--- src/shared/vpat_cfg.svh ---
// Register indices, field positions, reset values and serial frame layout
`ifndef VPAT_CFG_SVH
`define VPAT_CFG_SVH

// Register indices on the serial port
`define IDX_A_REP_THIRD    5'h00
`define IDX_A_REP_FOURTH   5'h01
`define IDX_B_REP_ODD      5'h02
`define IDX_C_REP_ODD      5'h03
`define IDX_D_REP_ODD      5'h04
`define IDX_B_REP_EVEN     5'h05
`define IDX_C_REP_EVEN     5'h06
`define IDX_D_REP_EVEN     5'h07
`define IDX_HOLD_1         5'h08
`define IDX_RESTART_1      5'h0c
`define IDX_FINAL_LEN_A    5'h10
`define IDX_EXTRA_TOG_A    5'h14
`define IDX_A_REP_MAIN     5'h18
`define IDX_CTRL           5'h19
`define REG_COUNT          26
`define REG_COUNT_ADDR     8'h1a
`define REG_WIDTH          13
`define REG_RESET          13'h0000

// Control register bit positions
`define CTRL_MASK_BIT      0
`define CTRL_SEQ_ALT_BIT   1
`define CTRL_ALT_MAP_BIT   2
`define CTRL_FINAL_LEN_BIT 3
`define CTRL_EXTRA_TOG_BIT 4

// Select word layout: hold supplies the low part, restart the high part
`define ALT_LOW_WIDTH      13
`define ALT_HIGH_WIDTH     5
`define ALT_SEGMENTS       5'h12

// Serial frame: 8 address bits then 16 data bits, LSB first
`define FRAME_BITS         5'h18
`define ADDR_LSB           0
`define ADDR_MSB           7
`define DATA_LSB           8
`define DATA_MSB           20

`endif

--- src/shared/vpat_pkg.sv ---
// Types shared by the vertical pattern repeat and freeze register block
package vpat_pkg;
`include "vpat_cfg.svh"

   // Kind of line in the four-line cycle, Gray coded
   typedef enum logic [1:0] {
      LINE_ODD    = 2'h0,
      LINE_EVEN   = 2'h1,
      LINE_THIRD  = 2'h3,
      LINE_FOURTH = 2'h2
   } line_kind_t;

   typedef struct packed {
      logic [12:0] a;
      logic [12:0] b;
      logic [12:0] c;
      logic [12:0] d;
   } group_word_t;

   typedef struct packed {
      logic [17:0] low_even;
      logic [17:0] high_even;
      logic [17:0] low_odd;
      logic [17:0] high_odd;
   } alt_select_t;

   typedef struct packed {
      logic load_n;
      logic sclk;
      logic sdata;
   } serial_pins_t;

   typedef struct packed {
      serial_pins_t                            sync1;
      serial_pins_t                            sync2;
      logic                                    sclk_prev;
      logic                                    load_prev;
      logic [23:0]                             shift;
      logic [4:0]                              bit_count;
      logic [`REG_COUNT-1:0][`REG_WIDTH-1:0]   regs;
      logic [3:0]                              pair;
      logic                                    freeze;
      group_word_t                             rep;
      group_word_t                             final_len;
      group_word_t                             extra_toggle;
      logic                                    final_len_valid;
      logic                                    extra_toggle_valid;
      logic                                    seq_alt_active;
      alt_select_t                             alt_sel;
      logic [1:0]                              segment_group;
   } vpat_state_t;
endpackage

--- src/rtl/vpat_repeat_freeze.sv ---
// Vertical pattern repeat counts, freeze window and alternation select words
`timescale 1ns/100ps
`default_nettype none
`include "vpat_cfg.svh"

// Summary of operation
// - Group A repeats for third, fourth lines
// - Groups B, C, D repeats on odd lines
// - Separate B, C, D repeats on even lines
// - Masking holds outputs from hold pixel
// - Masking resumes outputs at restart pixel
// - Hold fields give select word bits 12:0
// - Restart fields give select bits 17:13
// - Final repetition length used when enabled
// - Fifth toggle position used when enabled
// - Fifth toggle shared by all outputs
// - Alternation mode entered when bit set
// - Select bit pair picks groups A to D
module vpat_repeat_freeze (
   // Clock and reset
   input  wire logic                 sys_clk_i,
   input  wire logic                 nrst_i,
   // Three-wire serial register port
   input  wire logic                 ser_load_n_i,
   input  wire logic                 ser_clk_i,
   input  wire logic                 ser_data_i,
   // Position within the vertical sequence
   input  wire logic [12:0]          pixel_count_i,
   input  wire vpat_pkg::line_kind_t  line_kind_i,
   input  wire logic [4:0]           segment_index_i,
   // Values handed to the pattern generator
   output vpat_pkg::group_word_t     rep_count_o,
   output logic                      freeze_o,
   output logic                      seq_alt_active_o,
   output vpat_pkg::alt_select_t     alt_select_o,
   output logic [1:0]                segment_group_o,
   output vpat_pkg::group_word_t     final_len_o,
   output logic                      final_len_valid_o,
   output vpat_pkg::group_word_t     extra_toggle_o,
   output logic                      extra_toggle_valid_o
);

   vpat_pkg::vpat_state_t q;
   vpat_pkg::vpat_state_t next_q;

   // Pixel position match, used for every hold and restart compare
   function automatic logic pos_hit(input logic [12:0] pos, input logic [12:0] mark);
      return pos == mark;
   endfunction

   // Even-side lines: the fourth line shares the even words
   function automatic logic is_even(input vpat_pkg::line_kind_t kind);
      return (kind == vpat_pkg::LINE_EVEN) || (kind == vpat_pkg::LINE_FOURTH);
   endfunction

   // Two-bit group code of one segment; beyond the last segment it falls back to A
   function automatic logic [1:0] seg_code(input logic [17:0] sel0,
                                           input logic [17:0] sel1,
                                           input logic [4:0]  idx);
      logic [1:0] code;
      code = 2'h0;
      if (idx < `ALT_SEGMENTS) begin
         code = {sel0[idx], sel1[idx]};
      end
      return code;
   endfunction

   logic [12:0] ctrl_word;
   logic        mask_en;
   logic        seq_alt_en;
   logic        final_len_en;
   logic        extra_tog_en;
   logic [7:0]  wr_addr;
   logic        sclk_rise;
   logic        load_end;

   // Decoded control bits and serial strobes, taken only from second sync stage
   always_comb begin
      ctrl_word    = q.regs[`IDX_CTRL];
      mask_en      = ctrl_word[`CTRL_MASK_BIT];
      seq_alt_en   = ctrl_word[`CTRL_SEQ_ALT_BIT];
      final_len_en = ctrl_word[`CTRL_FINAL_LEN_BIT];
      extra_tog_en = ctrl_word[`CTRL_EXTRA_TOG_BIT];
      wr_addr      = q.shift[`ADDR_MSB:`ADDR_LSB];
      sclk_rise    = q.sync2.sclk && !q.sclk_prev;
      load_end     = q.sync2.load_n && !q.load_prev;
   end

   // Next state of the whole block
   always_comb begin
      next_q = q;

      // Pins come from another domain, so two stages before any use
      next_q.sync1     = '{load_n: ser_load_n_i, sclk: ser_clk_i, sdata: ser_data_i};
      next_q.sync2     = q.sync1;
      next_q.sclk_prev = q.sync2.sclk;
      next_q.load_prev = q.sync2.load_n;

      // Shift while load is low; a frame shorter than 24 bits is dropped, a longer one keeps its last 24 bits
      if (!q.sync2.load_n) begin
         if (sclk_rise) begin
            next_q.shift = {q.sync2.sdata, q.shift[23:1]};
            if (q.bit_count != `FRAME_BITS) begin
               next_q.bit_count = q.bit_count + 5'h01;
            end
         end
      end else begin
         next_q.bit_count = 5'h00;
         if (load_end && (q.bit_count == `FRAME_BITS) && (wr_addr < `REG_COUNT_ADDR)) begin
            next_q.regs[wr_addr[4:0]] = q.shift[`DATA_MSB:`DATA_LSB];
         end
      end

      next_q.seq_alt_active = seq_alt_en;

      // group A count by line kind
      unique case (line_kind_i)
         vpat_pkg::LINE_THIRD:  next_q.rep.a = q.regs[`IDX_A_REP_THIRD];
         vpat_pkg::LINE_FOURTH: next_q.rep.a = q.regs[`IDX_A_REP_FOURTH];
         default:               next_q.rep.a = q.regs[`IDX_A_REP_MAIN];
      endcase

      // odd and even counts held apart for B, C, D
      if (is_even(line_kind_i)) begin
         next_q.rep.b = q.regs[`IDX_B_REP_EVEN];
         next_q.rep.c = q.regs[`IDX_C_REP_EVEN];
         next_q.rep.d = q.regs[`IDX_D_REP_EVEN];
      end else begin
         next_q.rep.b = q.regs[`IDX_B_REP_ODD];
         next_q.rep.c = q.regs[`IDX_C_REP_ODD];
         next_q.rep.d = q.regs[`IDX_D_REP_ODD];
      end

      // one hold window per pair; hold wins when both match
      for (int k = 0; k < 4; k++) begin
         if (mask_en && !seq_alt_en) begin
            if (pos_hit(pixel_count_i, q.regs[`IDX_HOLD_1 + 5'(k)])) begin
               next_q.pair[k] = 1'b1;
            end else if (pos_hit(pixel_count_i, q.regs[`IDX_RESTART_1 + 5'(k)])) begin
               next_q.pair[k] = 1'b0;
            end
         end else begin
            next_q.pair[k] = 1'b0;
         end
      end
      next_q.freeze = |next_q.pair;

      // fields re-read as select words, zero outside the mode
      if (seq_alt_en) begin
         next_q.alt_sel.low_even  = {q.regs[`IDX_RESTART_1][`ALT_HIGH_WIDTH-1:0],
                                     q.regs[`IDX_HOLD_1]};
         next_q.alt_sel.high_even = {q.regs[`IDX_RESTART_1 + 5'h01][`ALT_HIGH_WIDTH-1:0],
                                     q.regs[`IDX_HOLD_1 + 5'h01]};
         next_q.alt_sel.low_odd   = {q.regs[`IDX_RESTART_1 + 5'h02][`ALT_HIGH_WIDTH-1:0],
                                     q.regs[`IDX_HOLD_1 + 5'h02]};
         next_q.alt_sel.high_odd  = {q.regs[`IDX_RESTART_1 + 5'h03][`ALT_HIGH_WIDTH-1:0],
                                     q.regs[`IDX_HOLD_1 + 5'h03]};
      end else begin
         next_q.alt_sel = '0;
      end

      // group code of the current segment for this line parity
      if (is_even(line_kind_i)) begin
         next_q.segment_group = seg_code(next_q.alt_sel.low_even,
                                         next_q.alt_sel.high_even, segment_index_i);
      end else begin
         next_q.segment_group = seg_code(next_q.alt_sel.low_odd,
                                         next_q.alt_sel.high_odd, segment_index_i);
      end

      // final length passed on only while enabled
      next_q.final_len_valid = final_len_en;
      if (final_len_en) begin
         next_q.final_len = {q.regs[`IDX_FINAL_LEN_A], q.regs[`IDX_FINAL_LEN_A + 5'h01],
                             q.regs[`IDX_FINAL_LEN_A + 5'h02], q.regs[`IDX_FINAL_LEN_A + 5'h03]};
      end else begin
         next_q.final_len = '0;
      end

      // one fifth toggle per group, common to every output
      next_q.extra_toggle_valid = extra_tog_en;
      if (extra_tog_en) begin
         next_q.extra_toggle = {q.regs[`IDX_EXTRA_TOG_A], q.regs[`IDX_EXTRA_TOG_A + 5'h01],
                                q.regs[`IDX_EXTRA_TOG_A + 5'h02],
                                q.regs[`IDX_EXTRA_TOG_A + 5'h03]};
      end else begin
         next_q.extra_toggle = '0;
      end
   end

   // State register; everything clears to zero except the load sync stages and load_prev, which
   // start at the pin's idle high level so no false load edge follows reset
   always_ff @(posedge sys_clk_i or negedge nrst_i) begin
      if (!nrst_i) begin
         q                <= '0;
         q.sync1.load_n   <= 1'b1;
         q.sync2.load_n   <= 1'b1;
         q.load_prev      <= 1'b1;
      end else begin
         q <= next_q;
      end
   end

   // Outputs straight from the state flops
   assign rep_count_o          = q.rep;
   assign freeze_o             = q.freeze;
   assign seq_alt_active_o     = q.seq_alt_active;
   assign alt_select_o         = q.alt_sel;
   assign segment_group_o      = q.segment_group;
   assign final_len_o          = q.final_len;
   assign final_len_valid_o    = q.final_len_valid;
   assign extra_toggle_o       = q.extra_toggle;
   assign extra_toggle_valid_o = q.extra_toggle_valid;
endmodule // vpat_repeat_freeze
`default_nettype wire

--- config.mk ---
export PLATFORM = sky130hd
export DESIGN_NAME = vpat_repeat_freeze
export DESIGN_NICKNAME = d
export VERILOG_FILES = /design/src/shared/vpat_pkg.sv /design/src/rtl/vpat_repeat_freeze.sv
export VERILOG_INCLUDE_DIRS = /design/src /design/src/shared
export SDC_FILE = /design/constraint.sdc
export NUM_CORES = 1
export LEC_CHECK = 0
export BUFFER_PORTS_ARGS = -buffer_cell sky130_fd_sc_hd__clkbuf_2
export CORE_UTILIZATION = 40
export CTS_BUF_LIST = sky130_fd_sc_hd__clkbuf_2 sky130_fd_sc_hd__clkbuf_4 sky130_fd_sc_hd__clkbuf_8
export DETAILED_ROUTE_END_ITERATION = 10
export SYNTH_ARGS = -nofsm -noshare
export SYNTH_HDL_FRONTEND = slang
export SYNTH_SLANG_ARGS = --single-unit
export TNS_END_PERCENT = 30
--- constraint.sdc ---
create_clock -name sys_clk_i -period 2.4 [get_ports sys_clk_i]
set_input_delay 0.6 -clock sys_clk_i [delete_from_list [all_inputs] [get_ports sys_clk_i]]
set_output_delay 0.6 -clock sys_clk_i [all_outputs]
set_load 0.005 [all_outputs]
Word level (Yosys, flattened, before mapping)
Cells that the tools add are included.

Output and inout bits: 234. Register bits after elaboration: 613. Memory bits (read-only): 0. Word-level logic and storage cells: 128. Bits in latches: 0. RAM bits: 0. Memories kept: 0. Bits of input ports: 25.

Reduce and logical (&&, ||, !) cells: 16. Add/sub/neg operators: 1. Multiplexer cells: 34. Shifts and indexed selects: 0. Div/mod/pow operators: 0. Eq/ne operators: 13. Magnitude comparators: 5. Bitwise operators: 1. Multiply operators: 0.

Operators with widths (number): 338-bit bitwise mux (1); 13-bit equality test (8); 52-bit 2-to-1 mux (2); 72-bit 2-to-1 mux (1); 13-bit demux with 5-bit select (1); 39-bit 2-to-1 mux (1); 13-bit case mux with 2 select lines (1); 1-bit binary-select mux with 5-bit select (4); 1-bit 2-to-1 mux (16); 5-bit 2-to-1 mux (3); 13-bit 2-to-1 mux (1); 5-bit by 6-bit less-than comparator with 1-bit output, second input constant (2); 8-bit by 5-bit less-than comparator with 1-bit output, second input constant (1); 1-bit logical AND (6); 2-bit 2-to-1 mux (3); 2-bit AND reduction (3); 5-bit by 1-bit adder with 5-bit output, second input constant (1); 5-bit equality test, second input constant (1); 5-bit by 1-bit >= comparator with 1-bit output, second input constant (1); 5-bit less-than comparator, second input constant (1); 5-bit != test, second input constant (1); 2-bit equality test, second input constant (2); 2-bit nonzero test (2); 4-bit OR reduction (1); other kinds (4) (6).

Depth between registers and ports, before layout
Gate-level depths: netlist of the first run.

Word-level depth: 5. Depth in mapped cells: 9. Depth with buffers taken out: 8.

Least setup slack after synthesis of the first run
OpenSTA, ideal clock, no wires.

Path type: input port to flip-flop. Start point: input port pixel_count_i[10]. End point: register q (netlist bit freeze_o). Setup slack: -0.113 ns. Arrival: 2.374 ns. Buffers on the path: 1. Stages on the path: 7. Data required time: 2.262 ns. Library setup time: 0.138 ns. Cell sequence: clkbuf_1 xor2_1 nor4_1 nand4_1 o41ai_1 a21oi_1 or4_1.

RTL lines: start: declaration (line vpat_repeat_freeze.sv:28) `input wire logic [12:0] pixel_count_i,`; end signal: assignment (line vpat_repeat_freeze.sv:200) `q <= next_q;`; end: declaration (line vpat_repeat_freeze.sv:43) `vpat_pkg::vpat_state_t q;`.

Final worst setup path of the first run
Start point: register q (netlist bit next_q[605]). End point: register q[384] (netlist bit).

Cells in the longest elaborated chain, start to end: 4.

Ends and longest elaborated chain: 1-bit logical AND (line vpat_repeat_freeze.sv:86) `load_end = q.sync2.load_n && !q.load_prev;`; 1-bit logical AND (2 in a row) (line vpat_repeat_freeze.sv:109) `` if (load_end && (q.bit_count == `FRAME_BITS) && (wr_addr < `REG_COUNT_ADDR)) begin ``; 2-bit AND reduction (no line) (*).

Mark *: on every way between the ends. The rest lies on a longest branch, timed or not. A chain may end at the register's enable or synchronous reset.

==> results of run 1 <==
synthesized netlist by cell type (all sizes together) (2+ instances only):
cell,n
a21oi,7
ha,4
xnor2,33
nor2,16
o41ai,4
nand2,44
nand4,14
inv,5
dfstp,3
nand3,7
nor2b,4
a22oi,13
nand2b,5
mux2,396
clkbuf,71
nor4,16
a211oi,2
nor3b,2
mux2i,7
nor3,13
nand4b,4
buf,267
xor2,75
and2,176
dfrtp,601
mux4,15
worst max-delay path: stages, from the launching register on:
cell      delay (ns)
dfstp_2         0.53
or4b_4          0.47
nor3_4          0.19
buf_6           0.14
nand2b_4        0.07
nor3b_4         0.19
buf_6           0.14
nand3_4         0.13
buf_12          0.19
mux2_2          0.27
path summary, 6_finish.rpt:
check,to,slack (ns),depth (start not counted)
worst max-delay path,q[384],-0.04,9
worst min-delay path,segment_group_o[0],0.32,3
worst max register to register,q[384],-0.04,9
worst min register to register,next_q[606],0.36,0
max in group asynchronous,q[274],1.08,4
min in group asynchronous,rep_count_o[4],0.46,2
routing by layer:
metal,vias to the layer above,wire (um),GRT usage [%]
li1,6159,-,-
met1,7384,27000,25.4
met2,344,31000,33.4
met3,109,2450,3.33
met4,0,1670,7.57
met5,-,0,0
registers in the layout (all words and copies together), names as in the netlist:
| register | cells |
|---|---|
| q | 361 |
| alt_select_o | 72 |
| extra_toggle_o | 52 |
| final_len_o | 52 |
| rep_count_o | 52 |
| next_q | 5 |
| ctrl_word | 4 |
| segment_group_o | 2 |
| extra_toggle_valid_o | 1 |
| final_len_valid_o | 1 |
| freeze_o | 1 |
| seq_alt_active_o | 1 |
repair_timing:
action                                  CTS  global route
resized for setup                        70            28
endpoints found under the setup margin  137           280
buffers inserted                          4             2
endpoints found under the hold margin    23             0
gates cloned                              4             1
hold buffers                              4             0
pin swaps                                 3             4
through the flow:
step	setup slack, ns	hold WS, ns	instance area, um2	utilization, %	std cells
6_report	-0.0447	0.320	29300	47.3	2874
5_1_grt	-0.132	0.280	29300	47.3	2874
4_1_cts	-0.100	0.226	29200	47.0	2869
3_5_place_dp	-0.173	0.346	26600	42.8	2683
3_3_place_gp	-0.189	0.339	26600	42.8	2683
2_1_floorplan	-0.0112	0.304	25300	-	1816
cell families after synthesis:
kind of cell	after synthesis
compound gates	33
fa+ha+maj	4
mux	418
flops	604
simple gates	306
xor+xnor	108
buf+inv	343
power groups by stage:
stage | registers (mW) | clock network, mW | logic (mW)
5_1_grt | 10.4 | 10.8 | 1.43
3_5_place_dp | 10.6 | 0 | 1.34
4_1_cts | 10.5 | 10.3 | 1.36
3_3_place_gp | 10.6 | 0 | 1.32
6_report | 10.4 | 10.0 | 1.33
2_1_floorplan | 10.5 | 0 | 0.478
area by class of cell:
| cell class | instances | area share, % |
|---|---|---|
| diodes | 3 | 0.0256 |
| clock buffers | 139 | 6.05 |
| clock inverters | 35 | 1.59 |
| inverters | 5 | 0.0640 |
| multi-input cells | 869 | 28.1 |
| flip-flops and latches | 604 | 51.5 |
| well taps | 837 | 3.57 |
| repair buffers | 382 | 9.06 |
==> impl_metrics.yaml, run 1 <==
power_and_ir_drop:
  p_int_mw: 16.5
  clkPwrFrac_pct: 46.0
  seqPwrFrac_pct: 47.9
  p_leak_nw: 15.3
  switchingPower_mw: 5.30
  comb_power_share_pct: 6.1
  power_mw: 21.8
  p_sw_share_pct: 24.3
  peakVddDrop_mv: 0.376
  p_per_area_nw_per_um2: 743
logic_synthesis:
  synth_fa_ha_area_share_pct: 0.198
  ys_seq_area_share_pct: 59.7
  synth-compound-area-share_pct: 0.925
  synth_top_area_share_pct: 59.4
  synth_top_family_by_area: "multiplexers"
  ys_seq_elements: 604
  synthMuxAreaShare_pct: 19.2
  synth_edf_count: 0
  yosys.area.top_type: "dfrtp_1"
  yosys_warnings: 0
  synthCells: 1816
  synthArstFlopShare_pct: 100
  syn-num-nets: 1845
  ys_top_cells_by_area: "dfrtp_1, mux2_2, buf_4"
  syn_area_um2: 25300
  synthSimpleGateAreaFrac_pct: 7.27
  synth_xor_area_share_pct: 3.74
  yosysUniqueCellTypes: 47
  avgSynthCellArea_um2: 13.9
  synth_ff_type: "dfrtp_1"
global_route:
  grt_overflow: 0
  grt_antenna_before_repair: 3
  grt_usage_pct: 19.8
  grt_start_max_net_pins: 82
  grt_pass1_wl_um: 94500
  grt_pass1_vias: 15300
cells_and_area:
  seq_area_um2: 15100
  final_cell_mix: "dfrtp_1, mux2_2, clkbuf_2"
  finalNetCount: 1989
  drive_above_1_share_pct: 48.5
  multi_input_area_um2: 8250
  synthToLayoutAreaGrowth_pct: 16.0
  fill_cells: 5474
  final_common_cell: "dfrtp_1"
die:
  fp.dieH_um: 254
  dieArea_um2: 64300
  start_util_pct: 40.8
  io_pins: 259
  core_area_um2: 62100
  num_rows: 91
  die_w_um: 254
hold_path:
  hp-start: "segment_index_i[4]"
  min_path_type: "primary input to flip-flop"
clock_network:
  clockBufferDepth: 3
  clk_pin_slew_ns: 0.06
  root_buffer: "clkbuf_8"
  clk_latency_ns: 0.70
  cts_sinks: 604
  cts_max_level: 3
  cts_tree: "done"
  cts_buffers: 98
sta:
  relSlewSlack_pct: 34.1
  finalSetupTns_ns: -0.914
  drv_slew: 0
  fin_crit_sh_pct: 102
  finClkSkew_ns: 0.0546
  rsz0062_at_grt: "true"
  setup_viol: 59
  setup_ws_ns: -0.0447
  fmax_ghz: 0.409
  period_needed_ns: 2.44
  hold_viol: 0
  worstMarginPinSlew_ns: 0.985
place:
  hpwl_um: 40600
  io_buffers: 258
  finalWeightedCongestion: 0.833
worst_setup_path:
  end_kind: "flip-flop"
  cp_max_fo: 7
  criticalPathCategory: "flip-flop to flip-flop"
  start_kind: "flip-flop"
  required_ns: 2.97
  cp-startpoint: "next_q[605]"
  reg2reg_from: "next_q[605]"
  arrival_ns: 3.02
drt:
  routed_wl_um: 62100
  drtPass1Iterations: 5
  drt-initial-drc-count: 698
  postRouteAntennaNets: 0
  drc: 0
  vias_per_cell: 4.87
  drt-wirelength-per-cell_um: 21.6
  vias: 14000
outcome:
  violations: "negative setup slack"
  status: "finished with violations"
run:
  max_cap_viol_count: 0
Note: power is estimated with default switching activity, not from simulation.
==> run 2: changes to the inputs <==
--- a/config.mk
+++ b/config.mk
@@ -7,6 +7,7 @@
 export NUM_CORES = 1
 export LEC_CHECK = 0
 export BUFFER_PORTS_ARGS = -buffer_cell sky130_fd_sc_hd__clkbuf_2
+export CORE_ASPECT_RATIO = 0.9
 export CORE_UTILIZATION = 40
 export CTS_BUF_LIST = sky130_fd_sc_hd__clkbuf_2 sky130_fd_sc_hd__clkbuf_4 sky130_fd_sc_hd__clkbuf_8
 export DETAILED_ROUTE_END_ITERATION = 10
==> run 2 against run 1 <==
Effect of this change:
- the flow now finishes without violations
- first-iteration DRC count down 4.0%
- global-route usage is essentially flat
- clock power fell by 8%
- flip-flop and latch count stayed put
- final cell count about the same
- via count grew 0.41%
- hold slack better by 0.033 ns
- register-to-register slack improved by 0.05 ns
- combinational power about the same
- cell area fell by 1.4%
- total power decreased by 3.5%
- critical path type unchanged
==> impl_metrics.yaml, run 2 (same netlist as run 1, synthesis figures left out) <==
cells_and_area:
  fill_cells: 5589
  drive_above_1_share_pct: 48.5
  fin_util_pct: 46.2
  largest_register_ffs: 361
  final_cell_mix: "dfrtp_1, mux2_2, clkbuf_2"
  regMostFlops: "q"
  diodes: 0
  finalNetCount: 1995
  final_common_cell: "dfrtp_1"
  final_cell_area_um2: 28900
  synthToLayoutAreaGrowth_pct: 14.3
clock_network:
  clk_pin_slew_ns: 0.06
  clk_latency_ns: 0.71
  cts_sinks: 604
  cts_buffers: 100
  clockBufferDepth: 3
  cts_tree: "done"
  cts_max_level: 3
  root_buffer: "clkbuf_8"
sta:
  hold_ws_ns: 0.352
  fin_crit_sh_pct: 99.7
  finalSetupTns_ns: 0
  drv_slew: 0
  fmax_ghz: 0.418
  hold_viol: 0
  setup_ws_ns: 0.00765
  rsz0062_at_grt: "true"
  period_needed_ns: 2.39
  worstMarginPinSlew_ns: 0.939
  setup_viol: 0
  relSlewSlack_pct: 37.1
  finClkSkew_ns: 0.0413
place:
  finalWeightedCongestion: 0.884
  io_buffers: 258
  placed_area_um2: 26700
  pre_cts_slack_ns: -0.190
  hpwl_um: 41100
global_route:
  grt_antenna_before_repair: 2
  grt_overflow: 0
  grt_usage_pct: 19.8
  grt_pass1_vias: 15000
  grt_pass1_wl_um: 94200
  grt_start_max_net_pins: 82
drt:
  drc: 0
  wl_met3_um: 3200
  drt-wirelength-per-cell_um: 21.8
  vias: 14100
  dr.max_layer_used: "met4"
  routed_wl_um: 62700
  postRouteAntennaNets: 0
  met1_length_um: 27800
  drt-initial-drc-count: 670
  vias_per_cell: 4.89
  drtPass1Iterations: 7
  wl_met2_um: 29800
die:
  start_util_pct: 40.4
  fp.dieH_um: 241
  dieArea_um2: 64300
  core_area_um2: 62600
  num_rows: 87
  io_pins: 259
  die_w_um: 267
worst_setup_path:
  cp-startpoint: "next_q[605]"
  start_kind: "flip-flop"
  arrival_ns: 2.95
  reg2reg_depth: 7
  slowest_delay_ns: 0.52
  crit_buf_inv: 1
  cp.depth: 7
  cp_max_fo: 13
  criticalPathCategory: "flip-flop to flip-flop"
  required_ns: 2.96
  crit_end: "q[277]"
  critPathTopFamily: "simple AND/OR/NAND/NOR gates"
  regToRegEndpoint: "q[277]"
  reg2reg_from: "next_q[605]"
  r2r_setup_slack_ns: 0.008
  worstPathCellList: "or4b_4 -> nor3_4 -> nand2b_4 -> nor3_2 -> nand3_1 -> buf_12 -> mux2_2"
  end_kind: "flip-flop"
  slowest_stage: "dfstp_2"
power_and_ir_drop:
  p_leak_nw: 15.2
  p_per_area_nw_per_um2: 728
  peakVddDrop_mv: 0.411
run:
  max_cap_viol_count: 0
hold_path:
  min_path_type: "flip-flop to flip-flop"
outcome:
  status: "completed"
-- run 2: cell count changes in the layout (fill, tap and decap cells not counted), moves of 4 or more --
cell	previous run	this run
buf_12	26	30
buf_4	80	87
bufinv_16	10	1
clkbuf_4	22	30
clkbuf_8	117	122
clkinv_2	16	6
mux2_2	330	394
mux2_4	64	0
-- run 2: worst min-delay path by stage --
stage / start / end / slack [ns] / depth (start not counted)
after floorplan: nrst_i / alt_select_o[0] / 0.30 / 0
after global placement: next_q[607] / q[607] / 0.34 / 0
after detailed placement: next_q[608] / next_q[606] / 0.33 / 0
after CTS: segment_index_i[4] / segment_group_o[0] / 0.29 / 3
after global routing: segment_index_i[4] / segment_group_o[0] / 0.33 / 3
final: next_q[608] / next_q[606] / 0.35 / 0
-- run 2: where the power goes --
part / switching [mW] / leakage, nW / internal [mW] / total, mW
sequential: 0.238 / 8.40 / 10.3 / 10.5
combinational: 0.947 / 5.69 / 0.371 / 1.32
clock: 4.08 / 1.09 / 5.16 / 9.23
-- run 2: cell type report --
cell class | instances | area (um2) | area share (%)
clock buffers | 152 | 1900 | 6.58
clock inverters | 14 | 145 | 0.502
inverters | 5 | 18.8 | 0.0649
multi-input cells | 869 | 8010 | 27.7
flip-flops and latches | 604 | 15100 | 52.3
well taps | 845 | 1060 | 3.65
repair buffers | 386 | 2670 | 9.24
-- run 2: per-stage QoR --
step | instances | power (mW)
floorplan | 1816 | 11.0
global placement | 2699 | 12.0
detailed placement | 2699 | 12.0
CTS | 2870 | 21.4
global route | 2875 | 22.0
finish | 2875 | 21.1
-- run 2: metal layers --
layer  global-route usage, %  up-vias
met5                       0        -
met4                    6.95        0
met3                    4.24      126
met2                    31.5      381
met1                    26.7     7379
li1                        -     6168
-- run 2: what timing repair did --
item,4_1_cts,5_1_grt
hold buffers,4,0
setup buffers,1,1
endpoints found under the setup margin,103,226
resized for setup,7,24
pin swaps,2,0
hold endpoints to repair,25,0
cloned,0,4
